[config.mk]
export PLATFORM = sky130hd
export DESIGN_NAME = idt_decode_timing
export DESIGN_NICKNAME = d
export VERILOG_FILES = /design/src/rtl/idt_state_timer.v /design/src/rtl/idt_decode_timing.v
export VERILOG_INCLUDE_DIRS = /design/src /design/src/rtl
export SDC_FILE = /design/constraint.sdc
export NUM_CORES = 1
export LEC_CHECK = 0
export BUFFER_PORTS_ARGS = -buffer_cell sky130_fd_sc_hd__clkbuf_2
export CAP_MARGIN = 20
export CORE_ASPECT_RATIO = 1.5
export CORE_UTILIZATION = 58
export CTS_CLUSTER_SIZE = 8
export DETAILED_ROUTE_END_ITERATION = 12
export PLACE_DENSITY = 0.82
export RECOVER_POWER = 25
export SLEW_MARGIN = 5
export SYNTH_ARGS = -nofsm -noshare
export SYNTH_HDL_FRONTEND = slang
export SYNTH_HIERARCHICAL = 1
export SYNTH_SLANG_ARGS = --single-unit
[constraint.sdc]
create_clock -name sys_clk -period 4.54 [get_ports sys_clk]
set_input_delay 0.454 -clock sys_clk [delete_from_list [all_inputs] [get_ports sys_clk]]
set_output_delay 0.454 -clock sys_clk [all_outputs]
set_load 0.05 [all_outputs]
[src/rtl/idt_defines.vh]
// Opcode, timing and layout constants for the instruction decode and timing block
`ifndef IDT_DEFINES_VH
`define IDT_DEFINES_VH
`define IDT_OP_SIGNED_PREFIX 8'hFE
`define IDT_OP_SHORT_RELATIVE_JUMP_BASE 5'h04
`define IDT_OP_SHORT_RELATIVE_CALL_BASE 5'h05
`define IDT_OP_JBC_BASE 5'h06
`define IDT_OP_JBS_BASE 5'h07
`define IDT_OP_LOOP 8'hE0
`define IDT_OP_RST 8'hFF
`define IDT_OP_CLRVT 8'hFC
`define IDT_OP_SHL 8'h09
`define IDT_OP_SHR 8'h08
`define IDT_OP_ARITHMETIC_RIGHT_SHIFT_OP 8'h0A
`define IDT_OP_SHLB 8'h19
`define IDT_OP_SHRB 8'h18
`define IDT_OP_SHRAB 8'h1A
`define IDT_OP_SHLL 8'h0D
`define IDT_OP_SHRL 8'h0C
`define IDT_OP_SHRAL 8'h0E
`define IDT_OP_NORMALIZE_OP 8'h0F
`define IDT_CJ_C 4'hB
`define IDT_CJ_NC 4'h3
`define IDT_CJ_E 4'hF
`define IDT_CJ_NE 4'h7
`define IDT_CJ_GE 4'h6
`define IDT_CJ_LT 4'hE
`define IDT_CJ_GT 4'h2
`define IDT_CJ_LE 4'hA
`define IDT_CJ_H 4'h9
`define IDT_CJ_NH 4'h1
`define IDT_CJ_V 4'hD
`define IDT_CJ_NV 4'h5
`define IDT_CJ_VT 4'hC
`define IDT_CJ_NVT 4'h4
`define IDT_CJ_ST 4'h8
`define IDT_CJ_NST 4'h0
`define IDT_CJ_HIGH 4'hD
`define IDT_ST_CJ_TAKEN 6'd8
`define IDT_ST_CJ_NOT 6'd4
`define IDT_ST_BIT_TAKEN 6'd9
`define IDT_ST_BIT_NOT 6'd5
`define IDT_ST_LOOP_TAKEN 6'd9
`define IDT_ST_LOOP_NOT 6'd5
`define IDT_ST_SHIFT_BASE 6'd7
`define IDT_ST_SHIFT_MIN 6'd8
`define IDT_ST_NORMALIZE_OP_BASE 6'd11
`define IDT_ST_RST_TOTAL 6'd16
`define IDT_ST_RST_PULL 6'd2
`define IDT_ST_RST_HOLD 6'd2
`define IDT_ST_RST_RUN 6'd12
`define IDT_ST_SIMPLE 6'd4
`define IDT_ST_IND_INT 6'd6
`define IDT_ST_IND_EXT 6'd11
`define IDT_ST_AUTOINC_EXTRA 6'd1
`define IDT_ST_SIGNED_EXTRA 6'd4
`define IDT_RESTART_ADDR 16'h2080
`define IDT_LEN_CJ 3'd2
`define IDT_LEN_BIT 3'd3
`define IDT_LEN_LOOP 3'd3
`define IDT_LEN_SHORT 3'd2
`define IDT_LEN_ONE 3'd1
`define IDT_LEN_THREE 3'd3
`endif

[src/rtl/idt_state_timer.v]
// State-time enable divider and countdown for the decode timing block
`timescale 1ns/100ps
module idt_state_timer #(
  parameter CLK_PER_STATE = 3,
  parameter DIV_W = 2
) (
  input wire sys_clk,
  input wire sys_rst,
  input wire load,
  input wire [5:0] loadCount,
  output reg stateTick_r,
  output reg [5:0] remain_r
);
  reg [DIV_W-1:0] div_r;

  // One enable pulse per state time keeps a single clock domain
  always @(posedge sys_clk or posedge sys_rst) begin
    if (sys_rst) begin
      div_r <= {DIV_W{1'b0}};
      stateTick_r <= 1'b0;
    end else if (div_r == CLK_PER_STATE[DIV_W-1:0] - 1'b1) begin
      div_r <= {DIV_W{1'b0}};
      stateTick_r <= 1'b1;
    end else begin
      div_r <= div_r + 1'b1;
      stateTick_r <= 1'b0;
    end
  end

  always @(posedge sys_clk or posedge sys_rst) begin
    if (sys_rst) begin
      remain_r <= 6'd0;
    end else if (load) begin
      remain_r <= loadCount;
    end else if (stateTick_r && remain_r != 6'd0) begin
      remain_r <= remain_r - 6'd1;
    end
  end
endmodule // idt_state_timer

[src/rtl/idt_decode_timing.v]
// Instruction decode, branch predicates and state-time sequencing
`timescale 1ns/100ps
`include "idt_defines.vh"
// Operation
// - Byte-suffix opcode variants select byte size, long shifts double word, others word size.
// - Destination and second source come from registers; other source anywhere.
// - Relative displacements are signed two's complement added to the PC.
// - Short jump/call joins low three opcode bits with next byte: 11 bits.
// - Even second byte: indirect/short indexed; odd: auto-increment/long indexed.
// - Address register from second byte is word aligned; low bit ignored.
// - Signed multiply/divide is the unsigned opcode after prefix byte FE.
// - Indirect/indexed take fewer states for internal operands, e.g. 6/11.
// - Flag-conditional jumps are two bytes, 8 states taken, 4 not.
// - Bit jumps are three bytes, 9 states taken, 5 not.
// - Bit number from low opcode bits; 30-37 on clear, 38-3F on set.
// - Both trap jumps test the sticky trap flag then clear it.
// - Signed greater needs N and Z clear; complement when either set.
// - Unsigned higher needs C set and Z clear; complement otherwise.
// - Loop decrements operand, branches 8-bit when nonzero, 5/9 states.
// - Shifts take 7 plus one per bit, at least 8 states.
// - Long-suffix shifts operate on a 32-bit double word.
// - Reset: 2 states pulling low, 2 held, done in 12, restart 2080H.
// - Trap flag sets with overflow and stays until cleared or tested.
// - Right shift sets sticky flag when a one leaves through carry.
module idt_decode_timing #(
  parameter CLK_PER_STATE = 3,
  parameter DIV_W = 2
) (
  input wire sys_clk,
  input wire sys_rst,
  input wire instStart,
  input wire [7:0] opByte,
  input wire [7:0] secondByte,
  input wire [7:0] thirdByte,
  input wire operandExternal,
  input wire [4:0] shiftCount,
  input wire [15:0] progCounter,
  input wire [15:0] loopOperand,
  input wire testedBitValue,
  input wire flagZero,
  input wire flagNeg,
  input wire flagCarry,
  input wire flagOvf,
  input wire ovfEvent,
  input wire shiftOutOne,
  input wire clearTrapCmd,
  output reg busy_r,
  output reg needPrefixNext_r,
  output reg signedOp_r,
  output reg [1:0] opSize_r,
  output reg autoIncLong_r,
  output reg [7:0] addrRegSel_r,
  output reg [7:0] dstRegSel_r,
  output reg [10:0] bitAddr_r,
  output reg [2:0] instLength_r,
  output reg [5:0] stateCount_r,
  output reg branchTaken_r,
  output reg [15:0] nextPc_r,
  output reg [15:0] loopResult_r,
  output reg loopWrite_r,
  output reg sticky_overflow_trap_flag_r,
  output reg sticky_shift_out_flag_r,
  output reg resetLineN_r,
  output reg fetchRestart_r
);
  localparam ST_IDLE = 2'd0;
  localparam ST_EXEC = 2'd1;
  localparam ST_RESET = 2'd2;

  reg [1:0] state_r;
  reg [1:0] state_nxt;
  reg prefixSeen_r;
  wire stateTick;
  wire [5:0] remain;
  reg timerLoad;
  reg [5:0] timerCount;

  wire opIsPrefix = (opByte == `IDT_OP_SIGNED_PREFIX);
  wire isCondJump = (opByte[7:4] == `IDT_CJ_HIGH);
  wire isShortRel = (opByte[7:3] == `IDT_OP_SHORT_RELATIVE_JUMP_BASE) || (opByte[7:3] == `IDT_OP_SHORT_RELATIVE_CALL_BASE);
  wire isBitClr = (opByte[7:3] == `IDT_OP_JBC_BASE);
  wire isBitSet = (opByte[7:3] == `IDT_OP_JBS_BASE);
  wire isLoop = (opByte == `IDT_OP_LOOP);
  wire isRst = (opByte == `IDT_OP_RST);
  wire isShiftWord = (opByte == `IDT_OP_SHL) || (opByte == `IDT_OP_SHR) ||
    (opByte == `IDT_OP_ARITHMETIC_RIGHT_SHIFT_OP);
  wire isShiftByte = (opByte == `IDT_OP_SHLB) || (opByte == `IDT_OP_SHRB) ||
    (opByte == `IDT_OP_SHRAB);
  wire isShiftLong = (opByte == `IDT_OP_SHLL) || (opByte == `IDT_OP_SHRL) ||
    (opByte == `IDT_OP_SHRAL);
  wire isNorml = (opByte == `IDT_OP_NORMALIZE_OP);
  wire isRightShift = (opByte == `IDT_OP_SHR) || (opByte == `IDT_OP_ARITHMETIC_RIGHT_SHIFT_OP) ||
    (opByte == `IDT_OP_SHRB) || (opByte == `IDT_OP_SHRAB) ||
    (opByte == `IDT_OP_SHRL) || (opByte == `IDT_OP_SHRAL);
  // Arithmetic/logic group from 0x40 to 0xCF, low two bits give the mode
  wire isAluGroup = (opByte[7:6] != 2'b00) && (opByte[7:4] < 4'hD) && !isLoop;
  wire isIndirect = isAluGroup && (opByte[1:0] == 2'b10);
  wire isIndexed = isAluGroup && (opByte[1:0] == 2'b11);
  wire byteVariant = (opByte[4] == 1'b1) && (opByte[7:6] != 2'b11);
  wire [15:0] loopDec = loopOperand - 16'd1;

  reg condMet;
  always @* begin
    case (opByte[3:0])
      `IDT_CJ_C: condMet = flagCarry;
      `IDT_CJ_NC: condMet = !flagCarry;
      `IDT_CJ_E: condMet = flagZero;
      `IDT_CJ_NE: condMet = !flagZero;
      `IDT_CJ_GE: condMet = !flagNeg;
      `IDT_CJ_LT: condMet = flagNeg;
      `IDT_CJ_GT: condMet = !flagNeg && !flagZero;
      `IDT_CJ_LE: condMet = flagNeg || flagZero;
      `IDT_CJ_H: condMet = flagCarry && !flagZero;
      `IDT_CJ_NH: condMet = !flagCarry || flagZero;
      `IDT_CJ_V: condMet = flagOvf;
      `IDT_CJ_NV: condMet = !flagOvf;
      `IDT_CJ_VT: condMet = sticky_overflow_trap_flag_r;
      `IDT_CJ_NVT: condMet = !sticky_overflow_trap_flag_r;
      `IDT_CJ_ST: condMet = sticky_shift_out_flag_r;
      `IDT_CJ_NST: condMet = !sticky_shift_out_flag_r;
      default: condMet = 1'b0;
    endcase
  end

  // Signed displacement forms, all sign extended to the PC width
  wire [15:0] disp8 = {{8{secondByte[7]}}, secondByte};
  wire [15:0] disp8Bit = {{8{thirdByte[7]}}, thirdByte};
  wire [15:0] disp11 = {{5{opByte[2]}}, opByte[2:0], secondByte};
  wire bitTaken = isBitClr ? !testedBitValue : testedBitValue;
  wire loopTaken = (loopDec != 16'd0);
  wire [5:0] shiftSum = `IDT_ST_SHIFT_BASE + {1'b0, shiftCount};
  wire [5:0] shiftStates = (shiftSum < `IDT_ST_SHIFT_MIN) ? `IDT_ST_SHIFT_MIN : shiftSum;
  wire [5:0] indBase = operandExternal ? `IDT_ST_IND_EXT : `IDT_ST_IND_INT;
  wire modeOdd = secondByte[0];

  idt_state_timer #(
    .CLK_PER_STATE(CLK_PER_STATE),
    .DIV_W(DIV_W)
  ) u_timer (
    .sys_clk(sys_clk),
    .sys_rst(sys_rst),
    .load(timerLoad),
    .loadCount(timerCount),
    .stateTick_r(stateTick),
    .remain_r(remain)
  );

  // Decode of the offered opcode, computed every cycle but used only on acceptance in idle
  reg [5:0] decStates;
  reg [2:0] decLen;
  reg decTaken;
  reg [15:0] decPc;
  always @* begin
    decStates = `IDT_ST_SIMPLE;
    decLen = `IDT_LEN_ONE;
    decTaken = 1'b0;
    decPc = progCounter + 16'd1;
    if (isCondJump) begin
      decLen = `IDT_LEN_CJ;
      decTaken = condMet;
      decStates = condMet ? `IDT_ST_CJ_TAKEN : `IDT_ST_CJ_NOT;
      decPc = progCounter + 16'd2 + (condMet ? disp8 : 16'd0);
    end else if (isBitClr || isBitSet) begin
      decLen = `IDT_LEN_BIT;
      decTaken = bitTaken;
      decStates = bitTaken ? `IDT_ST_BIT_TAKEN : `IDT_ST_BIT_NOT;
      decPc = progCounter + 16'd3 + (bitTaken ? disp8Bit : 16'd0);
    end else if (isLoop) begin
      decLen = `IDT_LEN_LOOP;
      decTaken = loopTaken;
      decStates = loopTaken ? `IDT_ST_LOOP_TAKEN : `IDT_ST_LOOP_NOT;
      decPc = progCounter + 16'd3 + (loopTaken ? disp8Bit : 16'd0);
    end else if (isShortRel) begin
      decLen = `IDT_LEN_SHORT;
      decTaken = 1'b1;
      decStates = `IDT_ST_CJ_TAKEN;
      decPc = progCounter + 16'd2 + disp11;
    end else if (isShiftWord || isShiftByte || isShiftLong) begin
      decLen = `IDT_LEN_THREE;
      decStates = shiftStates;
      decPc = progCounter + 16'd3;
    end else if (isNorml) begin
      decLen = `IDT_LEN_THREE;
      decStates = `IDT_ST_NORMALIZE_OP_BASE + {1'b0, shiftCount};
      decPc = progCounter + 16'd3;
    end else if (isRst) begin
      decStates = `IDT_ST_RST_TOTAL;
      decPc = `IDT_RESTART_ADDR;
    end else if (isIndirect || isIndexed) begin
      decLen = `IDT_LEN_THREE;
      decStates = indBase + (modeOdd ? `IDT_ST_AUTOINC_EXTRA : 6'd0);
      decPc = progCounter + 16'd3;
    end
    if (prefixSeen_r) begin
      decLen = decLen + 3'd1;
      decStates = decStates + `IDT_ST_SIGNED_EXTRA;
    end
  end

  always @* begin
    state_nxt = state_r;
    timerLoad = 1'b0;
    timerCount = 6'd0;
    case (state_r)
      ST_IDLE: begin
        if (instStart && !opIsPrefix) begin
          timerLoad = 1'b1;
          timerCount = isRst ? `IDT_ST_RST_TOTAL : decStates;
          state_nxt = isRst ? ST_RESET : ST_EXEC;
        end
      end
      ST_EXEC: begin
        if (stateTick && remain == 6'd1)
          state_nxt = ST_IDLE;
      end
      ST_RESET: begin
        if (stateTick && remain == 6'd1)
          state_nxt = ST_IDLE;
      end
      default: state_nxt = ST_IDLE;
    endcase
  end

  wire accept = (state_r == ST_IDLE) && instStart;
  wire acceptOp = accept && !opIsPrefix;
  // States elapsed in reset: line low after the pull phase, until the run phase
  wire [5:0] rstElapsed = `IDT_ST_RST_TOTAL - remain;
  wire rstLow = (state_r == ST_RESET) && (rstElapsed >= `IDT_ST_RST_PULL) &&
    (rstElapsed < `IDT_ST_RST_PULL + `IDT_ST_RST_HOLD);
  wire trapClear = (acceptOp && isCondJump &&
    (opByte[3:0] == `IDT_CJ_VT || opByte[3:0] == `IDT_CJ_NVT)) ||
    (acceptOp && opByte == `IDT_OP_CLRVT) || clearTrapCmd;

  always @(posedge sys_clk or posedge sys_rst) begin
    if (sys_rst) begin
      state_r <= ST_IDLE;
      prefixSeen_r <= 1'b0;
      busy_r <= 1'b0;
      needPrefixNext_r <= 1'b0;
      signedOp_r <= 1'b0;
      opSize_r <= 2'd1;
      autoIncLong_r <= 1'b0;
      addrRegSel_r <= 8'h00;
      dstRegSel_r <= 8'h00;
      bitAddr_r <= 11'h000;
      instLength_r <= 3'd0;
      stateCount_r <= 6'd0;
      branchTaken_r <= 1'b0;
      nextPc_r <= 16'h0000;
      loopResult_r <= 16'h0000;
      loopWrite_r <= 1'b0;
      sticky_overflow_trap_flag_r <= 1'b0;
      sticky_shift_out_flag_r <= 1'b0;
      resetLineN_r <= 1'b1;
      fetchRestart_r <= 1'b0;
    end else begin
      state_r <= state_nxt;
      busy_r <= (state_nxt != ST_IDLE);
      resetLineN_r <= !rstLow;
      loopWrite_r <= acceptOp && isLoop;
      fetchRestart_r <= (state_r == ST_RESET) && (state_nxt == ST_IDLE);
      // Set wins over clear so a fresh overflow is never lost
      if (ovfEvent)
        sticky_overflow_trap_flag_r <= 1'b1;
      else if (trapClear)
        sticky_overflow_trap_flag_r <= 1'b0;
      if (acceptOp && isRightShift)
        sticky_shift_out_flag_r <= shiftOutOne;
      if (accept && opIsPrefix) begin
        prefixSeen_r <= 1'b1;
        needPrefixNext_r <= 1'b1;
      end else if (acceptOp) begin
        prefixSeen_r <= 1'b0;
        needPrefixNext_r <= 1'b0;
        signedOp_r <= prefixSeen_r;
        if (isShiftLong)
          opSize_r <= 2'd2;
        else if (isShiftByte || byteVariant)
          opSize_r <= 2'd0;
        else
          opSize_r <= 2'd1;
        autoIncLong_r <= (isIndirect || isIndexed) && modeOdd;
        addrRegSel_r <= {secondByte[7:1], 1'b0};
        dstRegSel_r <= isAluGroup ? thirdByte : secondByte;
        bitAddr_r <= {secondByte, opByte[2:0]};
        instLength_r <= decLen;
        stateCount_r <= isRst ? `IDT_ST_RST_TOTAL : decStates;
        branchTaken_r <= decTaken;
        nextPc_r <= decPc;
        if (isLoop)
          loopResult_r <= loopDec;
      end
    end
  end
endmodule // idt_decode_timing

==> metrics.log <==
INFO  metric timing.final.hold_violations = 0
INFO  metric timing.critical_path.required = 4.76 ns
INFO  metric cts.root.buffer_cell = sky130_fd_sc_hd__clkbuf_16
INFO  metric design_power_total = between 4 and 5 mW
INFO  metric post_cts_hold_buffer_count = 0
INFO  metric reg2reg_setup_slack = 0.34 ns
INFO  metric post_synth_inst_count = 1162
INFO  metric clkPwrFrac = roughly 18%
INFO  metric wl = approximately 30000 µm
INFO  metric numClockSinks = 83
INFO  metric rsz0062_at_grt = false
INFO  metric nets = 1502
INFO  metric number_of_storage_elements_in_the_synthesis_netlist = a little over 80
INFO  metric peakVddDrop = around 0.00035 V
INFO  metric asyncSetResetFlopFracSynth = 100.0%
INFO  metric routed_wire_length_per_instance = slightly below 20 µm
INFO  metric portBuffers = 151
INFO  metric initial_core_util = between 50% and 60%
INFO  metric crit_type = primary input to register
INFO  metric synth.avg_cell_area = 7.696 µm²
INFO  metric multi_input_area = about 6500 µm²
INFO  metric critPathLaunchType = primary input
INFO  metric clkTransAtPathRegs = approximately 0.070 ns
INFO  metric placeableCoreArea = about 15000 µm²
INFO  metric worstMarginPinSlew = 2.809 ns
INFO  metric powerDensity = 423.6 nW/µm²
INFO  metric ctsLongestPathBuffers = 2
INFO  metric crit_path_max_fanout = 7
INFO  metric boundaryPins = about 150
INFO  metric antenna_found_initial = 0
INFO  metric detailedRoute.firstIterationViolations = 697
INFO  metric area.sequential = ~2100 µm²
INFO  metric drive_above_1_share = between 20% and 30%
INFO  metric cap_viol_max_count = 1
INFO  metric timing.max_slew.rel_slack = -87.26%
INFO  metric synthesis.area = 8942 µm²
INFO  metric synth_to_layout_area_growth = 19.14%
INFO  metric switching_share = 51.07%
INFO  metric timing.critical_path.arrival = about 4.5 ns
INFO  metric routed-via-count = ~9.8k
INFO  metric combinational_share_of_power = ~56%
INFO  metric antenna_diodes = 0
INFO  metric vias_in_the_first_global_route = roughly 9.5k
INFO  metric dpl.hpwl = between 20000 and 25000 µm
INFO  metric placementRows = 55
INFO  metric post_drt_via_cell_ratio = approximately 6.3
INFO  metric setup_viol_count_final = 0
INFO  metric die_x = 103.4 µm
INFO  metric total_switching_power = approximately 2.3 mW
INFO  metric gr-usage-all-layers = about 37%
INFO  metric cts_tree = built
INFO  metric die_height = approximately 150 µm
INFO  metric number_of_synthesized_flops_with_an_enable_pin = 0
INFO  metric number_of_cells_on_the_worst_reg_to_reg_path = 19
INFO  metric routabilityCongestion = approximately 0.97
INFO  metric hold_path.class = primary input to async pin
INFO  metric sequential_area_share_after_synthesis = approximately a quarter
INFO  metric cellInternalPower = ~2.2 mW
INFO  metric synth_fp_nets = approximately 1.3k
INFO  metric final_design_area_no_fill = about 11000 µm²
INFO  metric r2r_end = nextPc_r[14]$_DFFE_PP0P_
INFO  metric detail-route-antenna-nets = 0
INFO  metric residual_drc_count = 0
INFO  metric synth-main-ff-cell = sky130_fd_sc_hd__dfrtp_1
INFO  metric ys_types = 88
INFO  metric pins_over_slew_limit = 53
INFO  metric layout_worst_path_cycle_share = a little over nine tenths
INFO  metric drt_pass1_iterations = 6
INFO  metric power_leakage = around 5 nW
INFO  metric critical_path.endpoint_type = register
INFO  metric final.setup_skew = 0.01373 ns
INFO  metric grt_start_max_net_pins = 53
INFO  metric outcome = finished with violations
INFO  metric htree_num_levels = 3
INFO  metric violated_checks = capacitance limit, slew limit
INFO  metric max_freq = around 230 MHz
INFO  metric final.fill_count = between 1k and 1.5k
INFO  metric place_area = roughly 10000 µm²
INFO  metric gr-total-overflow = 0
INFO  metric p_seq_share = 26.0%
INFO  metric floorplan.die_area = roughly 16000 µm²
INFO  metric worst_skew_pair.late_latency = 0.34 ns
INFO  metric r2r_start = sticky_shift_out_flag_r$_DFFE_PP0P_
INFO  metric fin_crit = 4.313 ns
INFO  metric number_of_buffers_created_by_cts = 9
INFO  metric grt_pass1_wl = approximately 46000 µm
INFO  metric synthesis.yosys.warnings = 6
-- layout make-up --
type,instances,area share (%)
clock buffer,11,2.278
clock inverter,5,0.7986
inverter,42,1.491
multi-input combinational,981,61.03
sequential,83,19.52
tap,199,2.337
timing repair buffer,229,12.54
-- synth_stat cells (5+ instances only) --
cell	count	area, µm²
sky130_fd_sc_hd__nand2_1	129	484.2
sky130_fd_sc_hd__o21ai_0	118	590.6
sky130_fd_sc_hd__nor2_1	100	375.4
sky130_fd_sc_hd__a21oi_1	85	425.4
sky130_fd_sc_hd__dfrtp_1	81	2027
sky130_fd_sc_hd__ha_1	79	988.5
sky130_fd_sc_hd__xnor2_1	56	490.5
sky130_fd_sc_hd__clkbuf_1	43	161.4
sky130_fd_sc_hd__inv_1	41	153.9
sky130_fd_sc_hd__xor2_1	39	341.6
sky130_fd_sc_hd__nor3_1	27	135.1
sky130_fd_sc_hd__nor2b_1	24	150.1
sky130_fd_sc_hd__o22ai_1	21	131.4
sky130_fd_sc_hd__a211oi_1	18	135.1
sky130_fd_sc_hd__a31oi_1	18	112.6
sky130_fd_sc_hd__a21o_1	17	127.6
sky130_fd_sc_hd__nand3_1	16	80.08
sky130_fd_sc_hd__and2_1	13	81.33
sky130_fd_sc_hd__nand2b_1	13	81.33
sky130_fd_sc_hd__a22oi_1	12	90.09
sky130_fd_sc_hd__nand4_1	12	75.07
sky130_fd_sc_hd__and3_1	11	68.82
sky130_fd_sc_hd__or2_2	11	68.82
sky130_fd_sc_hd__buf_4	9	67.56
sky130_fd_sc_hd__mux2i_1	9	90.09
sky130_fd_sc_hd__nor3b_1	9	67.56
sky130_fd_sc_hd__o21bai_1	9	67.56
sky130_fd_sc_hd__o21a_1	8	60.06
sky130_fd_sc_hd__nand3b_1	7	52.55
sky130_fd_sc_hd__o31ai_1	7	52.55
sky130_fd_sc_hd__nor4_1	6	37.54
sky130_fd_sc_hd__o211ai_1	6	45.04
sky130_fd_sc_hd__or3_1	6	37.54
sky130_fd_sc_hd__a2111oi_0	5	43.79
sky130_fd_sc_hd__a221oi_1	5	43.79
-- how the worst max path moves through the flow --
| stage | start | end | cells after the start |
|---|---|---|---|
| global route | loopOperand[1] | nextPc_r[10]$_DFFE_PP0P_ | 20 |
| floorplan | loopOperand[2] | nextPc_r[11]$_DFFE_PP0P_ | 16 |
| global placement | opByte[3] | nextPc_r[14]$_DFFE_PP0P_ | 20 |
| detailed placement | loopOperand[1] | nextPc_r[13]$_DFFE_PP0P_ | 19 |
| finish | loopOperand[1] | nextPc_r[10]$_DFFE_PP0P_ | 20 |
| CTS | loopOperand[1] | nextPc_r[13]$_DFFE_PP0P_ | 19 |
-- cells in the final DEF (no fill, tap or decap), types with 7 or more instances in the layout --
cell type | netlist | layout
sky130_fd_sc_hd__a31oi_1 | 18 | 17
sky130_fd_sc_hd__nor3_1 | 27 | 26
sky130_fd_sc_hd__o21ai_1 | 2 | 7
sky130_fd_sc_hd__xnor2_1 | 56 | 56
sky130_fd_sc_hd__o31ai_1 | 7 | 7
sky130_fd_sc_hd__nand3_1 | 16 | 15
sky130_fd_sc_hd__mux2i_1 | 9 | 9
sky130_fd_sc_hd__xor2_1 | 39 | 39
sky130_fd_sc_hd__o22ai_1 | 21 | 21
sky130_fd_sc_hd__nand2b_1 | 13 | 13
sky130_fd_sc_hd__o21a_1 | 8 | 8
sky130_fd_sc_hd__inv_1 | 41 | 40
sky130_fd_sc_hd__and3_1 | 11 | 11
sky130_fd_sc_hd__nor2b_1 | 24 | 24
sky130_fd_sc_hd__o21ai_0 | 118 | 113
sky130_fd_sc_hd__nand3b_1 | 7 | 7
sky130_fd_sc_hd__dfrtp_1 | 81 | 81
sky130_fd_sc_hd__a22oi_1 | 12 | 12
sky130_fd_sc_hd__clkbuf_2 | 1 | 150
sky130_fd_sc_hd__nor3b_1 | 9 | 9
sky130_fd_sc_hd__a21oi_1 | 85 | 85
sky130_fd_sc_hd__clkbuf_16 | 0 | 9
sky130_fd_sc_hd__a211oi_1 | 18 | 15
sky130_fd_sc_hd__o21bai_1 | 9 | 9
sky130_fd_sc_hd__or2_2 | 11 | 11
sky130_fd_sc_hd__and2_1 | 13 | 13
sky130_fd_sc_hd__nand4_1 | 12 | 12
sky130_fd_sc_hd__ha_1 | 79 | 79
sky130_fd_sc_hd__buf_4 | 9 | 77
sky130_fd_sc_hd__a21o_1 | 17 | 17
sky130_fd_sc_hd__nor2_1 | 100 | 100
sky130_fd_sc_hd__nand2_1 | 129 | 129
-- power groups by stage --
stage               combinational (mW)  clock [mW]  sequential (mW)
floorplan                         1.14           0             1.86
global placement                  2.44           0             1.17
detailed placement                2.48           0             1.18
CTS                               2.49       0.826             1.17
global route                      2.70       0.864             1.20
finish                            2.52       0.825             1.17
-- registers in the layout, indices dropped and copies added (netlist names) --
signal	cells
stateCount_r	6
signedOp_r	1
resetLineN_r	1
autoIncLong_r	1
nextPc_r	16
u_timer/stateTick_r	1
loopResult_r	16
u_timer/div_r	2
prefixSeen_r	1
instLength_r	3
busy_r	1
branchTaken_r	1
loopWrite_r	1
sticky_overflow_trap_flag_r	1
dstRegSel_r	8
sticky_shift_out_flag_r	1
fetchRestart_r	1
bitAddr_r	11
state_r	2
u_timer/remain_r	6
opSize_r	2
-- what timing repair did --
item | in CTS | in global routing
setup endpoints to repair | 0 | 8
buffers inserted | 0 | 1
resized for setup | 0 | 12
hold endpoints to repair | 0 | 0
-- critical path, stage by stage --
cell and delay (ns):
sky130_fd_sc_hd__clkbuf_2 0.10, sky130_fd_sc_hd__or4_1 0.54, sky130_fd_sc_hd__or4_1 0.44, sky130_fd_sc_hd__xor2_1 0.20, sky130_fd_sc_hd__nand4_1 0.19, sky130_fd_sc_hd__nor4_2 0.19, sky130_fd_sc_hd__buf_4 0.20, sky130_fd_sc_hd__nor2b_1 0.06
sky130_fd_sc_hd__ha_1 0.22, sky130_fd_sc_hd__fa_1 0.41, sky130_fd_sc_hd__a211oi_2 0.25, sky130_fd_sc_hd__nor2_1 0.11, sky130_fd_sc_hd__o211ai_1 0.20, sky130_fd_sc_hd__buf_4 0.16, sky130_fd_sc_hd__nand3b_1 0.09, sky130_fd_sc_hd__xor2_1 0.16
sky130_fd_sc_hd__o21ai_0 0.16, sky130_fd_sc_hd__o22ai_1 0.11, sky130_fd_sc_hd__a22oi_1 0.17, sky130_fd_sc_hd__o21ai_0 0.12
-- per-stage QoR --
step | utilization (%) | instances | hold WS [ns] | worst slack [ns] | TNS (ns)
after global placement | 68.24 | 1533 | 0.4248 | -0.07887 | -0.1803
final | 70.69 | 1550 | 0.08424 | 0.2269 | 0
after CTS | 70.41 | 1549 | 0.08868 | 0.07971 | 0
after detailed placement | 68.24 | 1533 | 0.4379 | -0.2239 | -0.9673
after global routing | 70.69 | 1550 | 0.1176 | 0.002150 | 0
after floorplan | - | 1162 | 0.2819 | 0.04400 | 0
-- cells by family after synthesis --
kind of cell    after synthesis  share of synthesized area (%)
other cells                   1                        0.04194
mux                          11                          1.259
xor+xnor                     96                          9.487
simple gates                412                          22.96
fa+ha+maj                    83                          11.95
buf+inv                      98                          4.533
compound gates              378                          26.52
flops                        83                          23.25
-- metal layers --
| layer | vias to the layer above | global-route usage, % | part of all wire, % |
|---|---|---|---|
| li1 | 4592 | - | - |
| met1 | 4633 | 41.30 | 37 |
| met2 | 474 | 65.97 | 51 |
| met3 | 131 | 5.727 | 7.2 |
| met4 | 0 | 22.33 | 5.7 |
| met5 | - | 0 | 0 |
Note: power is estimated with default switching activity, not from simulation.
